## src/rtl/pcnt_defines.vh

```
`ifndef PCNT_DEFINES_VH
`define PCNT_DEFINES_VH
`define PCNT_CNT_MAX 32'h7FFF_FFFF
`define PCNT_CNT_MIN 32'h8000_0000
`define PCNT_ZERO 32'h0000_0000
`define PCNT_MODE_CONT 2'h0
`define PCNT_MODE_ONCE 2'h1
`define PCNT_MODE_PERIOD 2'h2
`define PCNT_DIR_NONE 2'h0
`define PCNT_DIR_UP 2'h1
`define PCNT_DIR_DOWN 2'h2
`define PCNT_AUX_INPUT 2'h0
`define PCNT_AUX_GATE 2'h1
`define PCNT_AUX_LATCH 2'h2
`define PCNT_AUX_SYNC 2'h3
`define PCNT_OUT_PLAIN 3'h0
`define PCNT_OUT_GE 3'h1
`define PCNT_OUT_LE 3'h2
`define PCNT_OUT_PULSE 3'h3
`define PCNT_OUT_SWITCH 3'h4
`define PCNT_STEP 32'h0000_0001
`endif

```

## src/rtl/pcnt_sync.v

```verilog
`timescale 1ns/1ps
// three-stage synchroniser; a change is accepted once stages two and three agree
module pcnt_sync (
  input wire sys_clk,
  input wire rst,
  input wire din,
  output reg dout
);
  reg s1_reg;
  reg s2_reg;
  reg s3_reg;
  always @(posedge sys_clk or posedge rst) begin
    if (rst) begin
      s1_reg <= 1'b0;
      s2_reg <= 1'b0;
      s3_reg <= 1'b0;
      dout <= 1'b0;
    end else begin
      s1_reg <= din;
      s2_reg <= s1_reg;
      s3_reg <= s2_reg;
      if (s2_reg == s3_reg) begin
        dout <= s3_reg;
      end
    end
  end
endmodule // pcnt_sync

```

## src/rtl/pcnt_top.v

```verilog
// Behaviour
// RQ1 - count is a signed 32-bit value, lowest value -2147483648
// RQ2 - continuous mode upper limit is +2147483647
// RQ3 - continuous: up pulse at upper limit wraps to lower limit
// RQ4 - continuous: down pulse at lower limit wraps to upper limit
// RQ5 - load value applied directly or staged until a qualifying event
// RQ6 - once/periodic: staged value loaded at upper limit (up) or zero (down)
// RQ7 - staged value loaded on gate start, sync, latch-retrigger; not on resume
// RQ8 - step direction comes from encoder signals only
// RQ9 - after configuration values reset to 0, or upper limit when direction down
// RQ10 - control words taken every cycle, answer returned same cycle
// RQ11 - feedback holds value and status as at the capture moment
// RQ12 - events after the capture moment appear in the next cycle
// RQ13 - once, no direction: passing a limit clamps and closes gate
// RQ14 - once, up: reaching upper limit reloads and closes gate
// RQ15 - direction up: configurable upper limit, load value starts at zero
// RQ16 - once, down: reaching lower limit reloads and closes gate
// RQ17 - direction down: lower limit is zero, upper-limit setting is load value
// RQ18 - after auto closure only controller reopening restarts counting
// RQ19 - once, interrupting gate: reopening after underflow keeps the value
// RQ20 - aux input role: plain input, pin gate, latch or sync
// RQ21 - outputs plain, >=, <=, or pulse; only output one switches two values
// RQ22 - staged value, count, compares and output setting changeable at run time
// RQ23 - count only while program gate and pin gate are open
// RQ24 - program gate opens on rising edge of its bit, closes when cleared
// RQ25 - open gate: one step per decoded pulse in encoder direction
`timescale 1ns/1ps
`include "pcnt_defines.vh"
module pcnt_top (
  input wire sys_clk,
  input wire rst,
  input wire enc_a_pin,
  input wire enc_b_pin,
  input wire aux_input_pin,
  input wire config_load,
  input wire [1:0] count_mode,
  input wire [1:0] main_direction,
  input wire [31:0] upper_limit_setting,
  input wire [1:0] aux_role,
  input wire gate_interrupting,
  input wire [2:0] output_one_mode,
  input wire [2:0] output_two_mode,
  input wire output_behaviour_setting,
  input wire program_gate_bit,
  input wire output_one_ctrl,
  input wire output_two_ctrl,
  input wire direct_count_strobe,
  input wire [31:0] direct_count_write,
  input wire staged_strobe,
  input wire [31:0] staged_reload_value,
  input wire compare_strobe,
  input wire [31:0] compare_value_one,
  input wire [31:0] compare_value_two,
  input wire feedback_capture_moment,
  output reg [31:0] feedback_value,
  output reg feedback_gate,
  output reg feedback_aux,
  output reg feedback_out_one,
  output reg feedback_out_two,
  output reg output_pin_one,
  output reg output_pin_two,
  output wire gate_open
);
  wire a_s;
  wire b_s;
  wire aux_s;
  pcnt_sync u_sync_a (.sys_clk(sys_clk), .rst(rst), .din(enc_a_pin), .dout(a_s));
  pcnt_sync u_sync_b (.sys_clk(sys_clk), .rst(rst), .din(enc_b_pin), .dout(b_s));
  pcnt_sync u_sync_aux (.sys_clk(sys_clk), .rst(rst), .din(aux_input_pin), .dout(aux_s));

  reg [31:0] count_reg;
  reg [31:0] count_next;
  reg [31:0] staged_reg;
  reg [31:0] cmp1_reg;
  reg [31:0] cmp2_reg;
  reg [31:0] latch_reg;
  reg [31:0] latch_next;
  reg [1:0] mode_reg;
  reg [1:0] dir_reg;
  reg [31:0] ulim_reg;
  reg a_d_reg;
  reg aux_d_reg;
  reg pgm_d_reg;
  reg program_gate_bit_reg;
  reg program_gate_bit_next;
  reg pin_gate_reg;
  reg latched_reg;
  reg latched_next;
  reg out_sel_reg;
  reg o1_next;
  reg o2_next;
  reg was_open_reg;
  reg auto_closed;

  // quadrature x1: step on a rising edge of A, B low = up
  wire step;
  wire step_up;
  wire aux_rise;
  wire aux_fall;
  wire pin_gate_used;
  wire gate_start;
  wire [31:0] hi_lim;
  wire [31:0] lo_lim;
  wire [31:0] cnt_inc;
  wire [31:0] cnt_dec;
  wire at_hi;
  wire at_lo;
  wire signed [31:0] cnt_sg;
  wire signed [31:0] c1_sg;
  wire signed [31:0] c2_sg;
  wire signed [31:0] cmp_one_sg;
  wire ge_one;
  wire le_one;
  wire ge_two;
  wire le_two;
  wire in_window;
  wire count_moves;
  wire reach_one;
  wire reach_two;
  assign step = a_s & ~a_d_reg; // [RQ8] [RQ25]
  assign step_up = ~b_s; // [RQ8]
  assign aux_rise = aux_s & ~aux_d_reg;
  assign aux_fall = ~aux_s & aux_d_reg;
  assign pin_gate_used = (aux_role == `PCNT_AUX_GATE);
  // [RQ23]
  assign gate_open = program_gate_bit_reg & (pin_gate_used ? pin_gate_reg : 1'b1);
  assign gate_start = gate_open & ~was_open_reg;
  assign hi_lim = (dir_reg == `PCNT_DIR_UP) ? ulim_reg : `PCNT_CNT_MAX; // [RQ2] [RQ15]
  assign lo_lim = (dir_reg == `PCNT_DIR_DOWN) ? `PCNT_ZERO : `PCNT_CNT_MIN; // [RQ1] [RQ17]
  // plain 32-bit add and subtract carry max onto min and back by themselves
  assign cnt_inc = count_reg + `PCNT_STEP;
  assign cnt_dec = count_reg - `PCNT_STEP;
  assign at_hi = (count_reg == hi_lim);
  assign at_lo = (count_reg == lo_lim);
  assign cnt_sg = count_reg;
  assign c1_sg = cmp1_reg;
  assign c2_sg = cmp2_reg;
  assign cmp_one_sg = out_sel_reg ? c2_sg : c1_sg;
  // signed compares, so a negative count sits below a positive compare value
  assign ge_one = (cnt_sg >= cmp_one_sg);
  assign le_one = (cnt_sg <= cmp_one_sg);
  assign ge_two = (cnt_sg >= c2_sg);
  assign le_two = (cnt_sg <= c2_sg);
  assign in_window = (cnt_sg >= c1_sg) & (cnt_sg <= c2_sg);
  assign count_moves = (count_next != count_reg);
  assign reach_one = (count_next == cmp1_reg) & count_moves;
  assign reach_two = (count_next == cmp2_reg) & count_moves;

  // the reset value depends on direction, so configuration reloads it
  wire [31:0] cfg_reset_val = (main_direction == `PCNT_DIR_DOWN) ?
    upper_limit_setting : `PCNT_ZERO; // [RQ9]

  always @* begin
    count_next = count_reg;
    latch_next = latch_reg;
    latched_next = latched_reg;
    auto_closed = 1'b0;
    // interrupting gate resumes from the held value, canceling one reloads [RQ19]
    if (gate_start & ~gate_interrupting) begin
      count_next = staged_reg; // [RQ7]
    end else if (gate_open & aux_rise & (aux_role == `PCNT_AUX_LATCH)) begin
      latch_next = count_reg;
      latched_next = 1'b1;
      count_next = staged_reg; // [RQ7]
    end else if (aux_rise & (aux_role == `PCNT_AUX_SYNC)) begin
      count_next = staged_reg; // [RQ7]
    end else if (direct_count_strobe) begin
      count_next = direct_count_write; // [RQ5] [RQ22]
    end else if (gate_open & step) begin
      if (mode_reg == `PCNT_MODE_CONT) begin
        if (step_up) begin
          count_next = cnt_inc; // [RQ3] max+1 wraps to min
        end else begin
          count_next = cnt_dec; // [RQ4] min-1 wraps to max
        end
      end else if (dir_reg == `PCNT_DIR_NONE) begin
        if (step_up & at_hi) begin
          count_next = (mode_reg == `PCNT_MODE_ONCE) ? hi_lim : staged_reg; // [RQ13] [RQ6]
          auto_closed = (mode_reg == `PCNT_MODE_ONCE);
        end else if (~step_up & at_lo) begin
          count_next = (mode_reg == `PCNT_MODE_ONCE) ? lo_lim : staged_reg; // [RQ13] [RQ6]
          auto_closed = (mode_reg == `PCNT_MODE_ONCE);
        end else begin
          count_next = step_up ? cnt_inc : cnt_dec; // [RQ25]
        end
      end else if (dir_reg == `PCNT_DIR_UP) begin
        count_next = step_up ? cnt_inc : cnt_dec;
        if (step_up & (cnt_inc == hi_lim)) begin
          count_next = staged_reg; // [RQ6] [RQ14]
          auto_closed = (mode_reg == `PCNT_MODE_ONCE); // [RQ14]
        end
      end else begin
        count_next = step_up ? cnt_inc : cnt_dec;
        if (~step_up & (cnt_dec == lo_lim)) begin
          count_next = staged_reg; // [RQ6] [RQ16]
          auto_closed = (mode_reg == `PCNT_MODE_ONCE); // [RQ16]
        end
      end
    end
  end

  // auto closure beats a steady high bit: only a fresh rising edge reopens
  always @* begin
    program_gate_bit_next = program_gate_bit_reg;
    // [RQ24] open only on rising edge of the bit, close when cleared
    if (~program_gate_bit) begin
      program_gate_bit_next = 1'b0;
    end else if (~pgm_d_reg) begin
      program_gate_bit_next = 1'b1; // [RQ18]
    end
    if (auto_closed) begin
      program_gate_bit_next = 1'b0; // [RQ13] [RQ18]
    end
  end

  // output one alone may switch its reference or use the window
  always @* begin
    o1_next = output_one_ctrl;
    o2_next = output_two_ctrl;
    case (output_one_mode)
      `PCNT_OUT_GE: begin
        o1_next = ge_one; // [RQ21]
      end
      `PCNT_OUT_LE: begin
        o1_next = le_one;
      end
      `PCNT_OUT_PULSE: begin
        o1_next = reach_one;
      end
      `PCNT_OUT_SWITCH: begin
        o1_next = in_window;
      end
      default: begin
        o1_next = output_one_ctrl;
      end
    endcase
    case (output_two_mode)
      `PCNT_OUT_GE: begin
        o2_next = ge_two; // [RQ21]
      end
      `PCNT_OUT_LE: begin
        o2_next = le_two;
      end
      `PCNT_OUT_PULSE: begin
        o2_next = reach_two;
      end
      default: begin
        o2_next = output_two_ctrl;
      end
    endcase
  end

  // edge detectors idle low like their pins, so no false edge follows reset
  always @(posedge sys_clk or posedge rst) begin
    if (rst) begin
      a_d_reg <= 1'b0;
      aux_d_reg <= 1'b0;
      pgm_d_reg <= 1'b0;
    end else begin
      a_d_reg <= a_s;
      aux_d_reg <= aux_s;
      pgm_d_reg <= program_gate_bit;
    end
  end

  // pin gate tracks the aux edges in every role, so a later role change finds it current
  always @(posedge sys_clk or posedge rst) begin
    if (rst) begin
      pin_gate_reg <= 1'b0;
    end else if (aux_rise) begin
      pin_gate_reg <= 1'b1; // [RQ20]
    end else if (aux_fall) begin
      pin_gate_reg <= 1'b0;
    end
  end

  // configuration outranks every other write [RQ9]
  always @(posedge sys_clk or posedge rst) begin
    if (rst) begin
      count_reg <= `PCNT_ZERO;
      staged_reg <= `PCNT_ZERO;
      cmp1_reg <= `PCNT_ZERO;
      cmp2_reg <= `PCNT_ZERO;
      latch_reg <= `PCNT_ZERO;
      mode_reg <= `PCNT_MODE_CONT;
      dir_reg <= `PCNT_DIR_NONE;
      ulim_reg <= `PCNT_CNT_MAX;
      program_gate_bit_reg <= 1'b0;
      latched_reg <= 1'b0;
      was_open_reg <= 1'b0;
    end else if (config_load) begin
      mode_reg <= count_mode;
      dir_reg <= main_direction;
      ulim_reg <= upper_limit_setting; // [RQ15]
      count_reg <= cfg_reset_val; // [RQ9]
      staged_reg <= cfg_reset_val; // [RQ9] [RQ17]
      cmp1_reg <= cfg_reset_val;
      cmp2_reg <= cfg_reset_val;
      latch_reg <= cfg_reset_val;
      latched_reg <= 1'b0;
      program_gate_bit_reg <= 1'b0;
      was_open_reg <= 1'b0;
    end else begin
      count_reg <= count_next;
      program_gate_bit_reg <= program_gate_bit_next;
      latch_reg <= latch_next;
      latched_reg <= latched_next;
      was_open_reg <= gate_open;
      if (staged_strobe) begin
        staged_reg <= staged_reload_value; // [RQ5] [RQ22]
      end
      if (compare_strobe) begin
        cmp1_reg <= compare_value_one; // [RQ22]
        cmp2_reg <= compare_value_two;
      end
    end
  end

  // compare outputs lag the count by one edge, pulse outputs rise with it; the setting may change while counting
  always @(posedge sys_clk or posedge rst) begin
    if (rst) begin
      out_sel_reg <= 1'b0;
      output_pin_one <= 1'b0;
      output_pin_two <= 1'b0;
    end else begin
      out_sel_reg <= output_behaviour_setting; // [RQ22]
      output_pin_one <= o1_next;
      output_pin_two <= o2_next;
    end
  end

  // feedback frozen at the capture moment; later events wait a cycle [RQ11] [RQ12]
  always @(posedge sys_clk or posedge rst) begin
    if (rst) begin
      feedback_value <= 32'h0000_0000;
      feedback_gate <= 1'b0;
      feedback_aux <= 1'b0;
      feedback_out_one <= 1'b0;
      feedback_out_two <= 1'b0;
    end else if (feedback_capture_moment) begin
      feedback_value <= latched_reg ? latch_reg : count_reg; // [RQ10] [RQ11]
      feedback_gate <= gate_open;
      feedback_aux <= aux_s;
      feedback_out_one <= output_pin_one;
      feedback_out_two <= output_pin_two;
    end
  end
endmodule // pcnt_top

```

## config.mk

```make
export PLATFORM = sky130hd
export DESIGN_NAME = pcnt_top
export DESIGN_NICKNAME = d
export VERILOG_FILES = /design/src/rtl/pcnt_sync.v /design/src/rtl/pcnt_top.v
export VERILOG_INCLUDE_DIRS = /design/src /design/src/rtl
export SDC_FILE = /design/constraint.sdc
export NUM_CORES = 1
export LEC_CHECK = 0
export BUFFER_PORTS_ARGS = -buffer_cell sky130_fd_sc_hd__buf_2
export CAP_MARGIN = 20
export CORE_AREA = 4 4 194 243
export DETAILED_ROUTE_END_ITERATION = 16
export DIE_AREA = 0 0 198 247
export PLACE_DENSITY = 0.73
export SETUP_SLACK_MARGIN = 0.4
export SYNTH_ARGS = -nofsm -noshare
export SYNTH_HDL_FRONTEND = slang
export SYNTH_SLANG_ARGS = --single-unit
```

## constraint.sdc

```tcl
create_clock -name sys_clk -period 7.7 [get_ports sys_clk]
set_input_delay 0.385 -clock sys_clk [delete_from_list [all_inputs] [get_ports sys_clk]]
set_output_delay 0.385 -clock sys_clk [all_outputs]
set_load 0.01 [all_outputs]
```

==> flow_summary.ini <==
[global_routing]
grt_usage_pct = 51.3
grt-ovfl-total = 0
grt_pass1_vias = 25200
grt_use_met3_pct = 17.0
antenna_found_initial = 10
grt_pass1_wl_um = 181000
grt_start_max_net_pins = 86
grt_util_met1_pct = 56.7
grt_use_met2_pct = 77.9
busiest_layer = met2

[final_layout]
fin_util_pct = 56.2
final_cells = 3521
drive_gt1_share_pct = 17.6
final_area_mm2 = 0.0252
multi_input_area_mm2 = 0.0145
area_growth_pct = 13.8
seq_area_mm2 = 0.00640
layout.nets = 3203
fillers = 4125

[sta]
hold_violations = 2
finalWorstPathRequiredPeriod_ps = 7250
worstMarginPinSlew_ps = 1540
period_share_pct = 94.2
slew_headroom_pct = -2.88
timing.hold.ws_ps = -5.47
rsz0062_at_grt = false
final-setup-viol-count = 0
maxSlewViolCount = 1
setup_tns_ps = 0
fmax_mhz = 138
skew_ps = 19.7

[critical_path]
setup.worst_path.end_class = flip-flop
crit_fanout = 12
required_ps = 8220
crit_arrival_ps = 7770
worst-setup-path-type = flip-flop to flip-flop
startpoint_type = flip-flop

[clock_network]
cts-buffers-inserted = 28
tritoncts = built
insertion_delay_ps = 630
clkTransAtPathRegs_ps = 70
post_cts_buffers = 0
cts_buffer_depth = 3
cts_sinks = 254
htreeDepth = 1
cts-root-buf = clkbuf_16

[logic_synthesis]
synthArstFlopShare_pct = 100
muxShareOfSynthArea_pct = 10.3
yosys-top-cells-area = dfrtp_1, mux2i_1, a21oi_1
ys_seq_elements = 254
synth_most_common_cell = a21oi_1
yosysSeqAreaShare_pct = 28.9
synth_fa_ha_area_share_pct = 5.85
synthesis.nets = 3034
synthFlopType = dfrtp_1
synthSimpleGateAreaFrac_pct = 20.2
syn_inst = 2746
synth_top_cell_area_share_pct = 25.2
synth_edf_count = 0
yosysWarningCount = 0
yosys-top-cells-count = a21oi_1, dfrtp_1, nor2_1
synth-compound-area-share_pct = 24.1
syn_area_mm2 = 0.0221
synth-xor-area-share_pct = 5.01
synth_area_per_cell_um2 = 8.06
synth_top_area_cell = dfrtp_1
synth_top_family_by_area = compound AO/OA/AOI/OAI gates
ys_types = 91

[route]
drt_iter0_drc = 3990
wl_per_cell_um = 36.8
post-route-drc-count = 0
viasPerCell = 7.41
vias = 26100
antenna_left = 0
drt_wl_total_um = 129000
first_pass_iters = 7

[power_and_ir_drop]
powerDensity_mw_per_mm2 = 200
total_leakage_power_nw = 10.7
ir_worst_vdd_mv = 0.211

[floorplanning]
die-area_mm2 = 0.0489
fp-row-count = 87
die_h_um = 247
initial_core_util_pct = 49.4
ioPinCount = 226
core_area_mm2 = 0.0448
die_w_um = 198

[place]
hpwlAfterDp_um = 98400
globalplace.congestion = 1.24
io_buffers = 225
placed_area_mm2 = 0.0241
dp.cells = 3451

[run_status]
status = finished, violations left
violations = negative hold slack, max-slew violations

[job]
drv_cap = 0

[worst_hold_path]
hold_class = input pin to asynchronous set/reset pin
## routing by layer
metal	part of all wire (%)	vias up
met2	43	2289
met5	0.029	-
met3	13	868
li1	-	10500
met1	32	12400
met4	12	6
## cell families after synthesis
family          Yosys count
simple gates            878
compound gates          838
buf+inv                 325
flops                   254
mux                     222
xor+xnor                125
fa+ha+maj               104
## cell usage in the layout (no fill, tap or decap), types with 66 or more instances in the layout
master   count
nand3_1     75
a21oi_1    290
nand2_1    206
xnor2_1     97
buf_2      225
buf_4      121
o21ai_0    124
nor2_1     208
a31oi_1     66
mux2i_1    180
inv_1      104
ha_1       101
dfrtp_1    221
nand4_1     70
## final timing paths
| path | start | to | slack [ps] | cells past startpoint |
|---|---|---|---|---|
| hold reg to reg | u_sync_b.s1_reg | u_sync_b.s2_reg | 350 | 0 |
| hold / removal | rst | feedback_value[6] | -5 | 3 |
| setup reg to reg | cnt_sg[10] | output_pin_one | 450 | 18 |
| max in group asynchronous | rst | out_sel_reg | 5990 | 4 |
| min in group sys_clk | upper_limit_setting[6] | ulim_reg[6] | 10 | 2 |
| setup / recovery | cnt_sg[10] | output_pin_one | 450 | 18 |
## area by class of cell
| type | instances | share of cell area (%) |
|---|---|---|
| inverters | 107 | 1.62 |
| flip-flops and latches | 254 | 25.4 |
| multi-input cells | 2167 | 57.7 |
| diodes | 6 | 0.0596 |
| well taps | 578 | 2.87 |
| repair buffers | 357 | 8.59 |
| clock buffers | 41 | 3.29 |
| clock inverters | 11 | 0.492 |
## where the power goes
group,switching (mW),internal [mW]
clock,0.639,0.787
combinational,1.26,0.632
sequential,0.244,1.47
## stage by stage
stage	worst slack (ps)	power (mW)
after CTS	935	4.89
after global routing	457	5.15
after floorplan	1710	2.66
final	449	5.04
after global placement	958	3.44
after detailed placement	945	3.48
## worst max-delay path, stage by stage, from the launching register on
cell	delay [ps]
dfrtp_1	550
buf_4	270
buf_4	210
nor4_1	760
nand4_1	310
a2111oi_0	530
o21ai_0	210
a2111oi_1	700
a31o_2	410
a21boi_0	490
a21oi_1	180
nor3_1	220
buf_4	170
nor3_1	70
a211oi_1	950
nand3_1	150
a2111oi_0	540
nand4_1	160
o31ai_1	260
## repair_timing
action / in CTS / in global routing
endpoints found under the setup margin: 0 / 2
endpoints found under the hold margin: 7 / 0
hold buffers: 7 / 0
gates resized for setup: 0 / 1
Note: power is estimated with default switching activity, not from simulation.
